==> src/ofs_pkg.sv <==
// Shared constants and types of the output fault supervisor
package ofs_pkg;

	// ------------------------------------------------------------
	// Sizes and timing counts
	// ------------------------------------------------------------
	localparam int SS_CNT_W  = 11;               // Soft-start and hiccup interval counter width
	localparam int SS_CYCLES = 2048;             // Phase-clock cycles per interval
	localparam int RETRY_W   = 3;                // Failed attempt counter width
	localparam int RETRY_MAX = 7;                // Failures allowed before latch-off
	localparam int LVL_W     = 12;               // Level words, one LSB per millivolt
	localparam int CUR_W     = 8;                // Average current word, one LSB per microampere
	localparam int CODE_W    = 5;                // Voltage code width
	localparam int PHASES    = 2;                // PWM channels

	// ------------------------------------------------------------
	// Comparator thresholds
	// ------------------------------------------------------------
	localparam logic [LVL_W-1:0]  UV_OFFSET_MV = 12'h015E; // 350 mV added to the sensed level
	localparam logic [LVL_W-1:0]  OV_LIMIT_MV  = 12'h0898; // 2200 mV over-voltage limit
	localparam logic [CUR_W-1:0]  OC_REF_UA    = 8'h5A;    // 90 uA reference current
	localparam logic [CODE_W-1:0] CODE_NO_LOAD = 5'h1F;    // Reserved code that forces shutdown

	// ------------------------------------------------------------
	// Register map, byte addresses
	// ------------------------------------------------------------
	localparam logic [11:0] REG_CTRL   = 12'h000;
	localparam logic [11:0] REG_STATUS = 12'h004;
	localparam logic [11:0] REG_COUNT  = 12'h008;
	localparam logic [31:0] CTRL_RST   = 32'h0000_0001;
	localparam int CTRL_RUN_BIT  = 0;
	localparam int ST_STATE_LSB  = 0;
	localparam int ST_RETRY_LSB  = 8;
	localparam int ST_FLAG_BIT   = 12;
	localparam int ST_CROW_BIT   = 13;
	localparam logic [1:0] RESP_OKAY   = 2'h0;
	localparam logic [1:0] RESP_SLVERR = 2'h2;

	// ------------------------------------------------------------
	// Types
	// ------------------------------------------------------------
	typedef enum logic [1:0] {
		PWM_LOW = 2'h0,
		PWM_HIZ = 2'h1,
		PWM_RUN = 2'h2
	} ofs_pwm_t;

	typedef enum logic [5:0] {
		ST_SHUT  = 6'h01,
		ST_SOFT  = 6'h02,
		ST_RUN   = 6'h04,
		ST_WAIT  = 6'h08,
		ST_LATCH = 6'h10,
		ST_OVLK  = 6'h20
	} ofs_state_t;

endpackage : ofs_pkg

==> src/ofs_supervisor.sv <==
// Output fault supervisor: power-good, crowbar, PWM states, hiccup retry and register slave
//
// What this block does
// - Output-ok low in shutdown, rises above threshold.
// - Output-ok falls only on disable or fault.
// - Under-voltage compares sensed plus 350mV to reference.
// - Soft-start raises output-ok only without overcurrent.
// - Under-voltage drops output-ok, switching continues.
// - Disabled: output-ok holds until output decays.
// - Over-voltage limit drops output-ok immediately.
// - Over-voltage forces PWM low, then high-impedance.
// - Recurring over-voltage forces PWM low again.
// - Over-voltage raises the crowbar drive.
// - Over-voltage locks out PWM until reset.
// - Only enable or supply fall clears lockout.
// - Average current above reference trips shutdown.
// - Overcurrent: PWM high-impedance, wait 2048, restart.
// - Overcurrent in soft-start restarts the wait.
// - Eighth failed attempt latches off.
// - Only enable or supply fall clears latch-off.
// - Successful soft-start runs, raises flag, clears count.
// - Overcurrent ignored during voltage-code transitions.
// - Interval timed by 11-bit phase-clock counter.
// - Start needs supply, enable, oscillator, valid code.
// - Code transition busy signal sets blanking window.
//
// The implementer's own choices: register access over AXI4-Lite and the address map.
module ofs_supervisor #(
	parameter int PHASES    = ofs_pkg::PHASES,
	parameter int SS_CYCLES = ofs_pkg::SS_CYCLES,
	parameter int RETRY_MAX = ofs_pkg::RETRY_MAX
) (
	// Clock and reset
	input  wire logic                          clk,
	input  wire logic                          rst_n,
	// Phase clock and start conditions
	input  wire logic                          phase_clk_pulse,
	input  wire logic                          por_ok,
	input  wire logic                          enable_above,
	input  wire logic                          oscillator_disable_input,
	input  wire logic [ofs_pkg::CODE_W-1:0]    voltage_code,
	input  wire logic                          vcode_step_busy,
	// Digitised sense values
	input  wire logic [ofs_pkg::LVL_W-1:0]     sensed_output_level,
	input  wire logic [ofs_pkg::LVL_W-1:0]     dac_reference_level,
	input  wire logic [ofs_pkg::CUR_W-1:0]     average_channel_current,
	// Protection outputs
	output logic                               output_ok_flag,
	output logic                               output_ok_oe,
	output logic                               crowbar_drive,
	output logic [2*PHASES-1:0]                pwm_mode,
	// AXI4-Lite write channels
	input  wire logic [11:0]                   s_axi_awaddr,
	input  wire logic                          s_axi_awvalid,
	output logic                               s_axi_awready,
	input  wire logic [31:0]                   s_axi_wdata,
	input  wire logic [3:0]                    s_axi_wstrb,
	input  wire logic                          s_axi_wvalid,
	output logic                               s_axi_wready,
	output logic [1:0]                         s_axi_bresp,
	output logic                               s_axi_bvalid,
	input  wire logic                          s_axi_bready,
	// AXI4-Lite read channels
	input  wire logic [11:0]                   s_axi_araddr,
	input  wire logic                          s_axi_arvalid,
	output logic                               s_axi_arready,
	output logic [31:0]                        s_axi_rdata,
	output logic [1:0]                         s_axi_rresp,
	output logic                               s_axi_rvalid,
	input  wire logic                          s_axi_rready
);

	localparam logic [ofs_pkg::SS_CNT_W-1:0] SS_LAST   = ofs_pkg::SS_CNT_W'(SS_CYCLES - 1);
	localparam logic [ofs_pkg::RETRY_W-1:0]  RETRY_TOP = ofs_pkg::RETRY_W'(RETRY_MAX);
	localparam int NSYNC = 9;

	// ------------------------------------------------------------
	// Register decode helper
	// ------------------------------------------------------------
	function automatic logic reg_hit(input logic [11:0] addr, input logic [11:0] offs);
		reg_hit = (addr[11:2] == offs[11:2]);
	endfunction : reg_hit

	// ------------------------------------------------------------
	// Comparators and synchronisation
	// ------------------------------------------------------------
	logic [ofs_pkg::LVL_W:0] uv_sum;
	logic                    low_raw;
	logic                    high_raw;
	logic                    ref_raw;
	logic                    oc_raw;
	logic [NSYNC-1:0]        raw_vec;
	logic [NSYNC-1:0]        syn_vec;
	logic                    low_window_fault;
	logic                    high_window_fault;
	logic                    at_ref;
	logic                    oc_cmp;
	logic                    por_s;
	logic                    en_s;
	logic                    osc_s;
	logic                    code_s;
	logic                    busy_s;

	// Offset keeps the under-voltage threshold tracking the voltage code
	assign uv_sum   = {1'b0, sensed_output_level} + {1'b0, ofs_pkg::UV_OFFSET_MV};
	assign low_raw  = uv_sum < {1'b0, dac_reference_level};
	assign high_raw = sensed_output_level >= ofs_pkg::OV_LIMIT_MV;
	assign ref_raw  = sensed_output_level <= dac_reference_level;
	assign oc_raw   = average_channel_current > ofs_pkg::OC_REF_UA;
	assign raw_vec  = {low_raw, high_raw, ref_raw, oc_raw, por_ok, enable_above,
		oscillator_disable_input, (voltage_code != ofs_pkg::CODE_NO_LOAD), vcode_step_busy};

	// Comparator results settle at arbitrary times, so resample them first
	ofs_sync #(
		.WIDTH (NSYNC)
	) u_sync (
		.clk      (clk),
		.rst_n    (rst_n),
		.async_in (raw_vec),
		.sync_out (syn_vec)
	);

	assign {low_window_fault, high_window_fault, at_ref, oc_cmp, por_s, en_s, osc_s, code_s, busy_s} = syn_vec;

	// ------------------------------------------------------------
	// Sequencer state
	// ------------------------------------------------------------
	ofs_pkg::ofs_state_t                 state_ff;
	ofs_pkg::ofs_state_t                 nxt_state;
	logic [ofs_pkg::SS_CNT_W-1:0]        cnt_ff;
	logic [ofs_pkg::SS_CNT_W-1:0]        nxt_cnt;
	logic [ofs_pkg::RETRY_W-1:0]         retry_ff;
	logic [ofs_pkg::RETRY_W-1:0]         nxt_retry;
	logic                                flag_ff;
	logic                                oe_ff;
	logic                                nxt_flag;
	logic                                crowbar_ff;
	logic                                ov_low_ff;
	logic                                nxt_ov_low;
	logic                                run_enable_ff;
	logic                                sup_rst;
	logic                                start_ok;
	logic                                overcurrent_fault;
	logic                                interval_done;
	logic                                fail_last;
	ofs_pkg::ofs_pwm_t                   nxt_pwm;

	// Supervisor reset: enable or supply falling is the only way out of a lockout
	assign sup_rst           = ~por_s | ~en_s;
	assign start_ok          = por_s & en_s & osc_s & code_s & run_enable_ff;
	assign overcurrent_fault = oc_cmp & ~busy_s;
	assign interval_done     = phase_clk_pulse & (cnt_ff == SS_LAST);
	assign fail_last         = (retry_ff == RETRY_TOP);

	// Next state; over-voltage outranks every fault but the supervisor reset
	always_comb
	begin
		nxt_state = state_ff;
		nxt_cnt   = cnt_ff;
		nxt_retry = retry_ff;
		if (sup_rst)
		begin
			nxt_state = ofs_pkg::ST_SHUT;
			nxt_cnt   = '0;
			nxt_retry = '0;
		end
		else if (high_window_fault)
		begin
			nxt_state = ofs_pkg::ST_OVLK;
		end
		else
		begin
			unique case (state_ff)
				ofs_pkg::ST_SHUT:
				begin
					nxt_cnt = '0;
					if (start_ok)
						nxt_state = ofs_pkg::ST_SOFT;
				end
				ofs_pkg::ST_SOFT:
				begin
					if (!start_ok)
						nxt_state = ofs_pkg::ST_SHUT;
					else if (overcurrent_fault)
					begin
						nxt_cnt   = '0;
						nxt_state = fail_last ? ofs_pkg::ST_LATCH : ofs_pkg::ST_WAIT;
						nxt_retry = fail_last ? retry_ff : retry_ff + 1'b1;
					end
					else if (interval_done)
					begin
						nxt_state = ofs_pkg::ST_RUN;
						nxt_retry = '0;
						nxt_cnt   = '0;
					end
					else if (phase_clk_pulse)
						nxt_cnt = cnt_ff + 1'b1;
				end
				ofs_pkg::ST_RUN:
				begin
					if (!start_ok)
						nxt_state = ofs_pkg::ST_SHUT;
					else if (overcurrent_fault)
					begin
						nxt_cnt   = '0;
						nxt_state = fail_last ? ofs_pkg::ST_LATCH : ofs_pkg::ST_WAIT;
						nxt_retry = fail_last ? retry_ff : retry_ff + 1'b1;
					end
				end
				ofs_pkg::ST_WAIT:
				begin
					if (!start_ok)
						nxt_state = ofs_pkg::ST_SHUT;
					else if (interval_done)
					begin
						nxt_state = ofs_pkg::ST_SOFT;
						nxt_cnt   = '0;
					end
					else if (phase_clk_pulse)
						nxt_cnt = cnt_ff + 1'b1;
				end
				ofs_pkg::ST_LATCH:
				begin
					nxt_state = ofs_pkg::ST_LATCH;
				end
				ofs_pkg::ST_OVLK:
				begin
					nxt_state = ofs_pkg::ST_OVLK;
				end
				default:
				begin
					nxt_state = ofs_pkg::ST_SHUT;
					nxt_cnt   = '0;
				end
			endcase
		end
	end

	// Output-ok: falls only on fault or on disable, and on disable only after decay
	always_comb
	begin
		nxt_flag = 1'b0;
		if (high_window_fault)
			nxt_flag = 1'b0;
		else if (state_ff == ofs_pkg::ST_SHUT)
			nxt_flag = flag_ff & ~low_window_fault;
		else if (state_ff == ofs_pkg::ST_SOFT)
			nxt_flag = ~low_window_fault & ~overcurrent_fault;
		else if (state_ff == ofs_pkg::ST_RUN)
			nxt_flag = ~low_window_fault & ~overcurrent_fault;
		else
			nxt_flag = 1'b0;
	end

	// Over-voltage pulls the phases low until the output is back at the reference
	assign nxt_ov_low = (nxt_state == ofs_pkg::ST_OVLK) &
		(high_window_fault | (ov_low_ff & ~at_ref));

	// Phase command follows the next state so the pins move with the state
	always_comb
	begin
		nxt_pwm = ofs_pkg::PWM_HIZ;
		if (nxt_state == ofs_pkg::ST_SOFT || nxt_state == ofs_pkg::ST_RUN)
			nxt_pwm = ofs_pkg::PWM_RUN;
		else if (nxt_state == ofs_pkg::ST_OVLK)
			nxt_pwm = nxt_ov_low ? ofs_pkg::PWM_LOW : ofs_pkg::PWM_HIZ;
	end

	// Sequencer registers
	always_ff @(posedge clk or negedge rst_n)
	begin
		if (!rst_n)
		begin
			state_ff   <= ofs_pkg::ST_SHUT;
			cnt_ff     <= '0;
			retry_ff   <= '0;
			flag_ff    <= 1'b0;
			oe_ff      <= 1'b1;
			ov_low_ff  <= 1'b0;
			crowbar_ff <= 1'b0;
		end
		else
		begin
			state_ff   <= nxt_state;
			cnt_ff     <= nxt_cnt;
			retry_ff   <= nxt_retry;
			flag_ff    <= nxt_flag;
			oe_ff      <= ~nxt_flag;
			ov_low_ff  <= nxt_ov_low;
			crowbar_ff <= ~sup_rst & (high_window_fault | crowbar_ff);
		end
	end

	// Per-phase command flops
	genvar gp;
	generate
		for (gp = 0; gp < PHASES; gp++)
		begin : g_phase
			logic [1:0] mode_ff;
			always_ff @(posedge clk or negedge rst_n)
			begin
				if (!rst_n)
					mode_ff <= ofs_pkg::PWM_HIZ;
				else
					mode_ff <= nxt_pwm;
			end
			assign pwm_mode[2*gp +: 2] = mode_ff;
		end
	endgenerate

	// Open-drain pin drives low while the flag is low
	assign output_ok_flag = flag_ff;
	assign output_ok_oe   = oe_ff;
	assign crowbar_drive  = crowbar_ff;

	// ------------------------------------------------------------
	// AXI4-Lite slave
	// ------------------------------------------------------------
	logic        awready_ff;
	logic        wready_ff;
	logic        bvalid_ff;
	logic [1:0]  bresp_ff;
	logic        arready_ff;
	logic        rvalid_ff;
	logic [1:0]  rresp_ff;
	logic [31:0] rdata_ff;
	logic [11:0] waddr_ff;
	logic [31:0] wdata_ff;
	logic [3:0]  wstrb_ff;
	logic        aw_take;
	logic        w_take;
	logic        wr_fire;
	logic        ar_take;
	logic        wr_ctrl;
	logic        wr_known;
	logic        rd_known;
	logic [31:0] status_word;
	logic [31:0] rd_word;

	// Address and data are taken in either order; response after both
	assign aw_take  = s_axi_awvalid & awready_ff;
	assign w_take   = s_axi_wvalid & wready_ff;
	assign wr_fire  = ~awready_ff & ~wready_ff & ~bvalid_ff;
	assign ar_take  = s_axi_arvalid & arready_ff;
	assign wr_ctrl  = wr_fire & reg_hit(waddr_ff, ofs_pkg::REG_CTRL) & wstrb_ff[0];
	assign wr_known = reg_hit(waddr_ff, ofs_pkg::REG_CTRL) | reg_hit(waddr_ff, ofs_pkg::REG_STATUS) |
		reg_hit(waddr_ff, ofs_pkg::REG_COUNT);
	assign rd_known = reg_hit(s_axi_araddr, ofs_pkg::REG_CTRL) | reg_hit(s_axi_araddr, ofs_pkg::REG_STATUS) |
		reg_hit(s_axi_araddr, ofs_pkg::REG_COUNT);

	// Status word packs the live sequencer state for software
	always_comb
	begin
		status_word = '0;
		status_word[ofs_pkg::ST_STATE_LSB +: 6]              = state_ff;
		status_word[ofs_pkg::ST_RETRY_LSB +: ofs_pkg::RETRY_W] = retry_ff;
		status_word[ofs_pkg::ST_FLAG_BIT]                    = flag_ff;
		status_word[ofs_pkg::ST_CROW_BIT]                    = crowbar_ff;
	end

	assign rd_word = reg_hit(s_axi_araddr, ofs_pkg::REG_CTRL)   ? {31'h0000_0000, run_enable_ff} :
		reg_hit(s_axi_araddr, ofs_pkg::REG_STATUS) ? status_word :
		reg_hit(s_axi_araddr, ofs_pkg::REG_COUNT)  ? {21'h00_0000, cnt_ff} : 32'h0000_0000;

	// Write path
	always_ff @(posedge clk or negedge rst_n)
	begin
		if (!rst_n)
		begin
			awready_ff    <= 1'b1;
			wready_ff     <= 1'b1;
			bvalid_ff     <= 1'b0;
			bresp_ff      <= ofs_pkg::RESP_OKAY;
			waddr_ff      <= '0;
			wdata_ff      <= '0;
			wstrb_ff      <= '0;
			run_enable_ff <= ofs_pkg::CTRL_RST[ofs_pkg::CTRL_RUN_BIT];
		end
		else
		begin
			if (aw_take)
			begin
				waddr_ff   <= s_axi_awaddr;
				awready_ff <= 1'b0;
			end
			if (w_take)
			begin
				wdata_ff  <= s_axi_wdata;
				wstrb_ff  <= s_axi_wstrb;
				wready_ff <= 1'b0;
			end
			if (wr_fire)
			begin
				bvalid_ff <= 1'b1;
				bresp_ff  <= wr_known ? ofs_pkg::RESP_OKAY : ofs_pkg::RESP_SLVERR;
			end
			if (wr_ctrl)
				run_enable_ff <= wdata_ff[ofs_pkg::CTRL_RUN_BIT];
			if (bvalid_ff && s_axi_bready)
			begin
				bvalid_ff  <= 1'b0;
				awready_ff <= 1'b1;
				wready_ff  <= 1'b1;
			end
		end
	end

	// Read path, one cycle from address to data
	always_ff @(posedge clk or negedge rst_n)
	begin
		if (!rst_n)
		begin
			arready_ff <= 1'b1;
			rvalid_ff  <= 1'b0;
			rresp_ff   <= ofs_pkg::RESP_OKAY;
			rdata_ff   <= '0;
		end
		else if (ar_take)
		begin
			arready_ff <= 1'b0;
			rvalid_ff  <= 1'b1;
			rdata_ff   <= rd_word;
			rresp_ff   <= rd_known ? ofs_pkg::RESP_OKAY : ofs_pkg::RESP_SLVERR;
		end
		else if (rvalid_ff && s_axi_rready)
		begin
			rvalid_ff  <= 1'b0;
			arready_ff <= 1'b1;
		end
	end

	assign s_axi_awready = awready_ff;
	assign s_axi_wready  = wready_ff;
	assign s_axi_bvalid  = bvalid_ff;
	assign s_axi_bresp   = bresp_ff;
	assign s_axi_arready = arready_ff;
	assign s_axi_rvalid  = rvalid_ff;
	assign s_axi_rresp   = rresp_ff;
	assign s_axi_rdata   = rdata_ff;

endmodule : ofs_supervisor

==> src/ofs_sync.sv <==
// Two-flop synchroniser for a group of level signals
module ofs_sync #(
	parameter int WIDTH = 1
) (
	// Clock and reset
	input  wire logic             clk,
	input  wire logic             rst_n,
	// Levels
	input  wire logic [WIDTH-1:0] async_in,
	output logic      [WIDTH-1:0] sync_out
);

	logic [WIDTH-1:0] meta_ff;
	logic [WIDTH-1:0] hold_ff;

	// First stage feeds only the second stage
	always_ff @(posedge clk or negedge rst_n)
	begin
		if (!rst_n)
		begin
			meta_ff <= '0;
			hold_ff <= '0;
		end
		else
		begin
			meta_ff <= async_in;
			hold_ff <= meta_ff;
		end
	end

	assign sync_out = hold_ff;

endmodule : ofs_sync

==> config.mk <==
export PLATFORM = sky130hd
export DESIGN_NAME = ofs_supervisor
export DESIGN_NICKNAME = d
export VERILOG_FILES = /design/src/ofs_pkg.sv /design/src/ofs_supervisor.sv /design/src/ofs_sync.sv
export SDC_FILE = /design/constraint.sdc
export NUM_CORES = 1
export LEC_CHECK = 0
export BUFFER_PORTS_ARGS = -buffer_cell sky130_fd_sc_hd__buf_2
export CAP_MARGIN = 20
export CORE_AREA = 4 4 109 111
export CTS_BUF_LIST = sky130_fd_sc_hd__clkbuf_4 sky130_fd_sc_hd__clkbuf_8 sky130_fd_sc_hd__clkbuf_16
export CTS_CLUSTER_SIZE = 28
export DETAILED_ROUTE_END_ITERATION = 7
export DIE_AREA = 0 0 113 115
export PLACE_DENSITY = 0.64
export REMOVE_ABC_BUFFERS = 1
export SETUP_SLACK_MARGIN = 0.02
export SYNTH_ARGS = -nofsm -noshare
export SYNTH_HDL_FRONTEND = slang
export SYNTH_SLANG_ARGS = --single-unit
export TNS_END_PERCENT = 5
==> constraint.sdc <==
create_clock -name clk -period 2.55 [get_ports clk]
set_clock_uncertainty 0.2 [all_clocks]
set_input_delay 0.1275 -clock clk [delete_from_list [all_inputs] [get_ports clk]]
set_output_delay 0.1275 -clock clk [all_outputs]
set_load 0.02 [all_outputs]
# Word-level counts from Yosys, hierarchy flattened
# Index checks and enable logic that the tools add are counted.
totals:
  register_bits: 100
  out_inout_bits: 48
  wordCells: 154
classes:
  n_addsub: 3
  magnitude_cmp: 4
  n_eq_ne: 23
  muxes: 53
  bitwise_logic: 36
  n_reduce_logical: 13
op_table:
  columns: ["operator", "count"]
  rows:
  - ["$mux W11", 10]
  - ["$mux W6", 10]
  - ["$pmux W11 S4", 1]
  - ["$pmux W6 S6", 1]
  - ["$mux W14", 2]
  - ["$mux W3", 8]
  - ["$eq A10 B1 Y1 const B", 2]
  - ["$eq A10 B2 Y1 const B", 2]
  - ["$logic_not A10 Y1", 2]
  - ["$and A1 B1 Y1", 18]
  - ["$mux W1", 16]
  - ["$add A12 B9 Y13 const B", 1]
  - ["$lt A13 B12 Y1", 1]
  - ["$eq A6 B2 Y1 const B", 2]
  - ["$eq A6 B3 Y1 const B", 2]
  - ["$eq A6 B6 Y1 const B", 2]
  - ["$ge A12 B12 Y1 const B", 1]
  - ["$le A12 B12 Y1", 1]
  - ["$ne A3 B3 Y1 const B", 4]
  - ["$reduce_and A6 Y1", 2]
  - ["$add A11 B1 Y11 const B", 1]
  - ["$eq A11 B11 Y1 const B", 1]
  - ["$not A1 Y1", 11]
  - ["$gt A8 B7 Y1 const B", 1]
  - ["other kinds (18)", 30]

# Longest topological paths before layout
# Gate-level depths: netlist (run 1).
depth:
  word_depth: 13
  ltp_mapped: 11

# By module
# From an unflattened synthesis (run 1), not the netlist that was laid out.
hier_totals:
  cells_unflattened: 433
  area_unflattened_um2: 4354.2
by_module_without_submodules:
  columns: ["module", "n_inst", "cells_per_inst", "area_per_inst_um2", "seq_area_each_um2"]
  rows:
  - ["ofs_supervisor", 1, 415, 3903.7, 1485.2]
  - ["ofs_sync", 1, 18, 450.4, 450.4]

# Worst setup path before layout (run 1)
# OpenSTA, ideal clock, no wires.
synth_path:
  path_type: "flip-flop to flip-flop"
  start: "register state_ff[5]"
  end: "register cnt_ff[9] (netlist name)"
  setup_ps: 92
  arrival_time_ps: 2001
  setup_slack_ps: 257
  path_stages_with_launch: 9
  path_buffers: 2
  synth_period_minus_slack_ps: 2293
  cell_sequence: "dfrtp_1 > or2_1 > clkbuf_2 > or4b_4 > a211o_1 > buf_6 > a31oi_4 > o21ai_2 > o31ai_2"
synth_via:
  elab_chain_cells: 5
  elab_cells_between_ends: 15
synth_lines:
  columns: ["item", "line_no", "text"]
  rows:
  - ["start, declared", "ofs_supervisor.sv:128", "ofs_pkg::ofs_state_t state_ff;"]
  - ["start signal, assigned", "ofs_supervisor.sv:274", "state_ff <= ofs_pkg::ST_SHUT;"]
  - ["start signal, assigned", "ofs_supervisor.sv:284", "state_ff <= nxt_state;"]
  - ["$eq A6 B6 Y1 or $eq A6 B5 Y1 (tied branches)", "ofs_supervisor.sv:173", "unique case (state_ff)"]
  - ["$reduce_or A2 Y1 (no line)", null, null]
  - ["$pmux W11 S4", "ofs_supervisor.sv:173", null]
  - ["$mux W11", "ofs_supervisor.sv:167", "else if (high_window_fault)"]
  - ["$mux W11", "ofs_supervisor.sv:161", "if (sup_rst)"]
  - ["end signal, assigned", "ofs_supervisor.sv:285", "cnt_ff <= nxt_cnt;"]
  - ["end, declared", "ofs_supervisor.sv:130", "logic [ofs_pkg::SS_CNT_W-1:0] cnt_ff;"]
# Parallel ways exist; a longest one is shown, timed or not. The select of a mux whose other input is x is not followed.
# A chain may end at the register's enable or synchronous reset.

# Final worst setup path (run 1)
# Same ends and word-level chain as after synthesis.

==> results of run 1 <==
## cells by family after synthesis
family	share of synthesized area, %
flip-flops	45.3
multiplexers	4.42
adder cells (fa/ha/maj)	7.61
buffers and inverters	8.02
XOR/XNOR	1.84
other	0.0878
AO/OA/AOI/OAI	16.7
AND/OR/NAND/NOR	16.0
## power by group through the flow
stage	Combinational (mW)	Clock, mW	Sequential (mW)
detailed placement	0.570	0	1.51
CTS	0.630	0.960	1.49
floorplan	0.321	0	1.53
global placement	0.549	0	1.50
global route	0.703	1.01	1.51
finish	0.628	0.927	1.49
## critical path, delay by kind of cell (launching register included)
family / cells / cell delay, ps
DFF: 1 / 380
AOI/OAI and AO/OA: 4 / 810
and+or+nand+nor: 2 / 910
## cell usage in the layout, fill, tap and decap left out, types with 3 or more instances in the layout
cell | netlist | routed
buf_2 | 3 | 96
or4_1 | 3 | 3
nand4_1 | 6 | 6
xnor2_1 | 3 | 3
nor4_1 | 6 | 6
o31ai_1 | 7 | 7
nor2_1 | 33 | 32
o21ai_0 | 12 | 12
dfrtp_1 | 70 | 70
a311o_1 | 3 | 3
dfstp_2 | 7 | 7
mux2_2 | 15 | 15
xor2_1 | 6 | 6
conb_1 | 1 | 21
nor2b_1 | 6 | 6
and3_1 | 8 | 8
o21ai_1 | 14 | 14
o211ai_1 | 3 | 3
a211oi_1 | 5 | 5
clkinv_4 | 0 | 3
dlygate4sd3_1 | 0 | 37
ha_1 | 26 | 26
a22o_1 | 5 | 5
a21oi_1 | 14 | 14
clkbuf_8 | 0 | 9
buf_4 | 23 | 15
nor3_1 | 10 | 10
nand2_1 | 25 | 25
a21o_1 | 6 | 6
nand3_1 | 11 | 11
a222oi_1 | 9 | 9
nand2b_1 | 9 | 9
inv_1 | 32 | 32
## final timing paths
check | to | slack (ps) | cells after the start
worst min-delay path | u_sync.meta_ff[8]$_DFF_PN0_ | 120 | 5
max in group asynchronous | output_ok_flag$_DFF_PN0_ | 1280 | 2
worst min register to register | u_sync.sync_out[8]$_DFF_PN0_ | 150 | 0
worst max register to register | cnt_ff[9]$_DFFE_PN0P_ | 160 | 6
worst max-delay path | cnt_ff[9]$_DFFE_PN0P_ | 160 | 6
min in group asynchronous | cnt_ff[2]$_DFFE_PN0P_ | 260 | 2
## metrics by stage
step | power (mW) | hold slack [ps] | cell area (µm²) | utilization [%] | std cells
floorplan | 1.86 | -368 | 4130 | - | 413
global placement | 2.05 | 37.2 | 4890 | 45.3 | 664
detailed placement | 2.08 | 37.3 | 4890 | 45.3 | 664
CTS | 3.08 | 90.3 | 5460 | 50.6 | 717
global route | 3.22 | 132 | 5470 | 50.7 | 717
finish | 3.04 | 119 | 5470 | 50.7 | 717
## repair_timing
| action | CTS | global route |
|---|---|---|
| gates resized for setup | 0 | 3 |
| endpoints found under the hold margin | 100 | 0 |
| hold buffers | 37 | 0 |
| setup endpoints to repair | 0 | 9 |
## metal layers
| metal | up-vias | track usage (%) |
|---|---|---|
| met2 | 144 | 29.7 |
| met3 | 16 | 3.89 |
| li1 | 1800 | - |
| met5 | - | 0 |
| met1 | 1755 | 20.9 |
| met4 | 0 | 5.77 |
## final cells by class
type                       instances  area, µm²
clock buffer                       9        124
clock inverter                     7       75.1
fill                             973       5320
inverter                          32        120
multi-input combinational        304       2080
sequential                        77       1940
tap                              140        175
timing repair buffer             148        963
## registers in the layout, indices dropped and copies added (netlist names), 2 cells and up
| name | cells |
|---|---|
| state_ff | 6 |
| g_phase.mode_ff | 2 |
| waddr_ff | 10 |
| cnt_ff | 11 |
| retry_ff | 3 |
| u_sync.sync_out | 9 |
| s_axi_rdata | 13 |
| u_sync.meta_ff | 9 |
==> flow_metrics.tcl, run 1 <==
set metrics [dict create \
    top_layer "met4" \
    die_area_um2 13000 \
    vias 3715 \
    end_kind "flip-flop" \
    cp-start-kind "flip-flop" \
    areaGrowthSynthToFinish_pct 28.1 \
    p_sw_mw 0.889 \
    seq_power_share_pct 48.9 \
    io_buffers 97 \
    nets 707 \
    drt_iter0_drc 283 \
    cts_made_buffers 9 \
    cts_setup_buffers 0 \
    wl_met3_um 731 \
    fmax_mhz 418 \
    initial_core_util_pct 39.6 \
    drc 0 \
    max_slew_margin_pct 37.7 \
    worstPathArrival_ps 2460 \
    synth_seq_cells 77 \
    clkPwrFrac_pct 30.4 \
    netlist_instances 426 \
    critical_path.cell_chain "or2_1 -> or4b_4 -> a211o_1 -> a31oi_4 -> o21ai_2 -> o31ai_2" \
    post-dp-hpwl_um 7790 \
    combPwrFrac_pct 20.6 \
    layout-drive-gt1-share_pct 27.7 \
    hold_path.startpoint "dac_reference_level[10]" \
    drv_slew 0 \
    insertion_delay_ps 360 \
    cts_tree "done" \
    hp-class "in2reg" \
    cts_max_level 3 \
    cpMaxStageDelayCell "or4b_4" \
    ys_types 62 \
    power.internal_mw 2.16 \
    r2r-start "state_ff[5]$_DFF_PN0_" \
    fp.dieW_um 113 \
    synth_edf_count 0 \
    routed_wirelength_um 10600 \
    grt_start_max_net_pins 78 \
    synth_area_um2 4270 \
    max_stage_delay_ps 610 \
    ys.warnings.count 0 \
    worstMarginPinSlew_ps 934 \
    clock_path_buffers 2 \
    worstSetupPathType "reg2reg" \
    met2WireLength_um 5310 \
    ant_nets 0 \
    root_buffer "clkbuf_8" \
    seq_area_frac_synth_pct 45.3 \
    die_y_um 115 \
    coreArea_um2 10800 \
    grt_pass1_wl_um 17900 \
    grt_usage_pct 17.0 \
    layout_setup_ws_ps 156 \
    pre_cts_slack_ps 72.8 \
    dr.pass1.iters 6 \
    rows 38 \
    gp_congestion 0.926 \
    synth_area_leader_cell "dfrtp_1" \
    pwr_density_cell_nw_per_um2 556 \
    async_flop_share_pct 100 \
    yosys-top-cells-area "dfrtp_1, ha_1, dfstp_2" \
    p_sw_share_pct 29.2 \
    fin_crit_ps 2390 \
    p_leak_nw 2.69 \
    synth_top_area_share_pct 41.0 \
    overflow 0 \
    ios 157 \
    finalSetupViolCount 0 \
    grt_pass1_vias 3688 \
    cap_violations 0 \
    synth_common_cells "dfrtp_1, nor2_1, inv_1" \
    status "complete, no violations" \
    vias_per_cell 5.18 \
    cts.sink_count 77 \
    crit_required_ps 2610 \
    rsz0062_at_grt "no" \
    avgRoutedWirePerCell_um 14.8 \
    min_period_over_period_pct 93.9 \
    synthFlopType "dfrtp_1" \
    wl_met1_um 4330 \
    clk_pin_slew_ps 80 \
    postSynthAreaPerCell_um2 10.0 \
    ir_drop_v 0.000434 \
    n_antenna_cell 0 \
    yosysMostFrequentCell "dfrtp_1" \
    startpoint "state_ff[5]$_DFF_PN0_" \
    cp_max_fo 9 \
    finalHoldViolCount 0 \
    fin_tns_setup_ps 0 \
    antenna_found_initial 0 \
]
(Power assumes the default switching activity.)
==> run 2: changes to the inputs <==
MAX_ROUTING_LAYER = met4   (was unset)
SKIP_CTS_REPAIR_TIMING = 1   (was unset)
==> flow_metrics.tcl, run 2 (synthesis gave the netlist of run 1 again) <==
set metrics [dict create \
    status "complete, no violations" \
    grt_pass1_vias 3504 \
    max_slew_margin_pct 36.4 \
    crit_buf_inv 0 \
    drt_iter0_drc 208 \
    n_antenna_cell 0 \
    cts_max_level 3 \
    fp.dieW_um 113 \
    vias 3638 \
    worstSetupPathType "reg2reg" \
    end_kind "flip-flop" \
    nets 706 \
    cp-start-kind "flip-flop" \
    cp_common_cell "nor2_1" \
    layout_commonest_cell "buf_2" \
    post-dp-hpwl_um 7830 \
    p_leak_nw 2.70 \
    ir_drop_v 0.000367 \
    rsz0062_at_grt "no" \
    final_cell_mix "buf_2, dfrtp_1, dlygate4sd3_1" \
    insertion_delay_ps 360 \
    fin_crit_ps 2350 \
    stdcell_count 716 \
    coreArea_um2 10800 \
    finalHoldViolCount 0 \
    ios 157 \
    layout-drive-gt1-share_pct 27.8 \
    pre_cts_slack_ps 126 \
    cap_violations 0 \
    fillers 953 \
    holdWs_ps 4.48 \
    pwr_density_cell_nw_per_um2 559 \
    overflow 0 \
    rows 38 \
    reg2reg_depth 6 \
    root_buffer "clkbuf_8" \
    areaGrowthSynthToFinish_pct 28.0 \
    min_period_over_period_pct 92.2 \
    die_area_um2 13000 \
    antenna_found_initial 0 \
    crit_family "simple AND/OR/NAND/NOR gates" \
    vias_per_cell 5.08 \
    hp-class "in2reg" \
    dp.cells 665 \
    hold_depth 3 \
    cts_made_buffers 9 \
    fin_tns_setup_ps 0 \
    grt_pass1_wl_um 16500 \
    cts.sink_count 77 \
    routed_wirelength_um 10500 \
    critical_path.cell_chain "nor2_1 -> and4_1 -> a311o_1 -> nor2_1 -> nand3_2 -> o31ai_1" \
    cpMaxStageDelayCell "dfstp_2" \
    grt_usage_pct 16.3 \
    initial_core_util_pct 39.6 \
    avgRoutedWirePerCell_um 14.7 \
    crit_required_ps 2620 \
    largest_register_ffs 13 \
    cts_tree "done" \
    max_stage_delay_ps 640 \
    gp_congestion 1.01 \
    cp_max_fo 10 \
    ant_nets 0 \
    worstPathArrival_ps 2420 \
    dr.pass1.iters 5 \
    drc 0 \
    layout_setup_ws_ps 199 \
    fmax_mhz 425 \
    finalSetupViolCount 0 \
    grt_start_max_net_pins 78 \
    clock_path_buffers 2 \
    die_y_um 115 \
    io_buffers 97 \
    drv_slew 0 \
    worst-path-stages 6 \
    worstMarginPinSlew_ps 954 \
    clk_pin_slew_ps 90 \
]
==> run 2: cell count changes in the layout (fill, tap and decap cells not counted), sizes merged <==
cell	delta
buf	+1
clkbuf	+1
clkinv	-4
clkinvlp	+3
dlygate4sd3	-2
==> run 2: path summary, 6_finish.rpt <==
kind                            slack [ps]                           end                        start
max in group asynchronous             1280      output_ok_flag$_DFF_PN0_                        rst_n
min in group asynchronous              250    s_axi_rdata[3]$_DFFE_PN0P_                        rst_n
worst min register to register         150  u_sync.sync_out[5]$_DFF_PN0_  u_sync.meta_ff[5]$_DFF_PN0_
worst min-delay path                     4   u_sync.meta_ff[8]$_DFF_PN0_       sensed_output_level[9]
worst max register to register         200         cnt_ff[7]$_DFFE_PN0P_        state_ff[0]$_DFF_PN1_
worst max-delay path                   200         cnt_ff[7]$_DFFE_PN0P_        state_ff[0]$_DFF_PN1_
==> run 2: area by class of cell <==
cell class / instances / area (µm²) / share of cell area (%)
clock inverter: 6 / 70.1 / 1.28
multi-input combinational: 304 / 2080 / 38.0
clock buffer: 10 / 138 / 2.52
timing repair buffer: 147 / 951 / 17.4
sequential: 77 / 1940 / 35.4
tap: 140 / 175 / 3.20
inverter: 32 / 120 / 2.20
==> run 2: per-stage QoR <==
stage	total power, mW	utilization (%)	cell area, µm²
floorplan	1.86	-	4130
global placement	2.05	45.4	4900
detailed placement	2.08	45.4	4900
CTS	3.03	47.3	5110
global route	3.22	50.7	5470
finish	3.06	50.7	5470
==> run 2: power breakdown <==
part	switching [mW]	leakage, nW	internal [mW]	total, mW
combinational	0.317	1.64	0.303	0.621
clock	0.465	0.0951	0.483	0.948
sequential	0.0959	0.964	1.39	1.49
total	0.878	2.70	2.18	3.06
==> run 2: worst register-to-register path: cells and delay by family, from the launching register on <==
kind / cells / cell delay, ps
and+or+nand+nor: 4 / 790
DFF: 1 / 640
AOI/OAI and AO/OA: 2 / 650
==> run 2: per-layer routing <==
| metal | share of wire (%) | track usage, % | vias up |
|---|---|---|---|
| met3 | 5.7 | 3.63 | 14 |
| met5 | 0 | - | - |
| met4 | 1.2 | 4.57 | 0 |
| met2 | 50 | 26.5 | 116 |
| li1 | - | - | 1790 |
| met1 | 43 | 20.4 | 1718 |
==> run 3: changes to the inputs <==
==> constraint.sdc (replaced) <==
create_clock -name clk -period 2.55 [get_ports clk]
set_clock_uncertainty 0.2 [all_clocks]
set_input_delay 0.255 -clock clk [delete_from_list [all_inputs] [get_ports clk]]
set_output_delay 0.255 -clock clk [all_outputs]
set_load 0.02 [all_outputs]
==> flow_metrics.tcl, run 3 (synthesis gave the netlist of run 1 again) <==
set metrics [dict create \
    status "complete, no violations" \
    hold_depth 3 \
    cts.sink_count 77 \
    dr.pass1.iters 7 \
    insertion_delay_ps 360 \
    nets 702 \
    hold_path.startpoint "s_axi_araddr[3]" \
    drv_slew 0 \
    vias 3706 \
    holdWs_ps 13.9 \
    end_kind "flip-flop" \
    clock_path_buffers 2 \
    worstPathArrival_ps 2460 \
    cap_violations 0 \
    die_area_um2 13000 \
    min_period_over_period_pct 94.5 \
    crit_required_ps 2600 \
    startpoint "cnt_ff[0]$_DFFE_PN0P_" \
    io_buffers 97 \
    worstSetupPathType "reg2reg" \
    cts_made_buffers 9 \
    ir_drop_v 0.000453 \
    fp.dieW_um 113 \
    routed_wirelength_um 10400 \
    layout_commonest_cell "buf_2" \
    r2r_slack_ps 140 \
    drc 0 \
    cts_tree "done" \
    root_buffer "clkbuf_8" \
    ant_nets 0 \
    layout-drive-gt1-share_pct 28.3 \
    reg2reg_depth 7 \
    coreArea_um2 10800 \
    gp_congestion 0.948 \
    antenna_found_initial 0 \
    n_antenna_cell 0 \
    vias_per_cell 5.21 \
    largest_register_ffs 13 \
    fmax_mhz 415 \
    cp_max_fo 5 \
    die_y_um 115 \
    finalSetupViolCount 0 \
    avgRoutedWirePerCell_um 14.5 \
    rows 38 \
    initial_core_util_pct 39.6 \
    p_leak_nw 2.69 \
    fin_tns_setup_ps 0 \
    hp-class "in2reg" \
    cp-start-kind "flip-flop" \
    grt_start_max_net_pins 78 \
    overflow 0 \
    grt_pass1_vias 3602 \
    post-dp-hpwl_um 7830 \
    r2r-start "cnt_ff[0]$_DFFE_PN0P_" \
    r2r_end "retry_ff[0]$_DFFE_PN0P_" \
    pwr_density_cell_nw_per_um2 555 \
    finalHoldViolCount 0 \
    grt_usage_pct 16.4 \
    fin_crit_ps 2410 \
    ios 157 \
    rsz0062_at_grt "no" \
    final_cell_mix "buf_2, dfrtp_1, inv_1, nor2_1, dlygate4sd3_1" \
    cts_max_level 3 \
    areaGrowthSynthToFinish_pct 27.2 \
    clk_pin_slew_ps 90 \
    worstMarginPinSlew_ps 580 \
    holdPathEnd "s_axi_rresp[1]$_DFFE_PN0P_" \
    grt_pass1_wl_um 16900 \
    drt_iter0_drc 239 \
    max_slew_margin_pct 61.0 \
]
## run 3: cell types whose count changed in the layout (fill, tap and decap cells not counted), sizes merged
cell	before	now
inv	33	37
dlygate4sd3	35	31
clkinvlp	3	0
clkbuf	10	9
clkinv	1	2
bufinv	1	0
## run 3: final cells by class
class                      count  area [µm²]
inverter                      32         120
multi-input combinational    304        2080
clock buffer                   9         124
tap                          140         175
timing repair buffer         143         923
fill                         973        5360
sequential                    77        1940
clock inverter                 7        73.8
## run 3: where the power goes
group	total, mW	internal [mW]	switching, mW
Clock	0.901	0.387	0.514
Combinational	0.627	0.306	0.321
Sequential	1.49	1.39	0.0980
Total	3.02	2.08	0.933
## run 3: worst max-delay path by stage
stage / cells after the start / end
finish: 7 / retry_ff[0]$_DFFE_PN0P_
global route: 7 / retry_ff[2]$_DFFE_PN0P_
CTS: 7 / retry_ff[0]$_DFFE_PN0P_
detailed placement: 12 / u_sync.meta_ff[8]$_DFF_PN0_
global placement: 11 / u_sync.meta_ff[8]$_DFF_PN0_
floorplan: 6 / cnt_ff[9]$_DFFE_PN0P_
## run 3: routing by layer
metal	vias to the layer above	routed length (µm)	global-route usage, %
met5	-	0	-
met4	0	112	4.73
met3	9	790	3.47
met2	139	5230	26.9
met1	1774	4220	20.6
li1	1784	-	-
## run 3: critical path, stage by stage (launching register included)
cell and delay [ps]:
dfrtp_1 430, ha_1 220, nand4_1 200, nor3_4 390, a21oi_1 120, nor3_1 310, a21oi_1 140, mux2_2 290
## run 3: through the flow
step                std cells  util, %  total power [mW]  instance area, µm²  worst slack (ps)
floorplan                 413        -              1.86                4130               299
global placement          665     45.5              2.06                4910               116
detailed placement        665     45.5              2.09                4910              13.2
CTS                       681     47.4              3.00                5110               114
global route              712     50.4              3.19                5440              23.3
finish                    712     50.4              3.02                5440               139
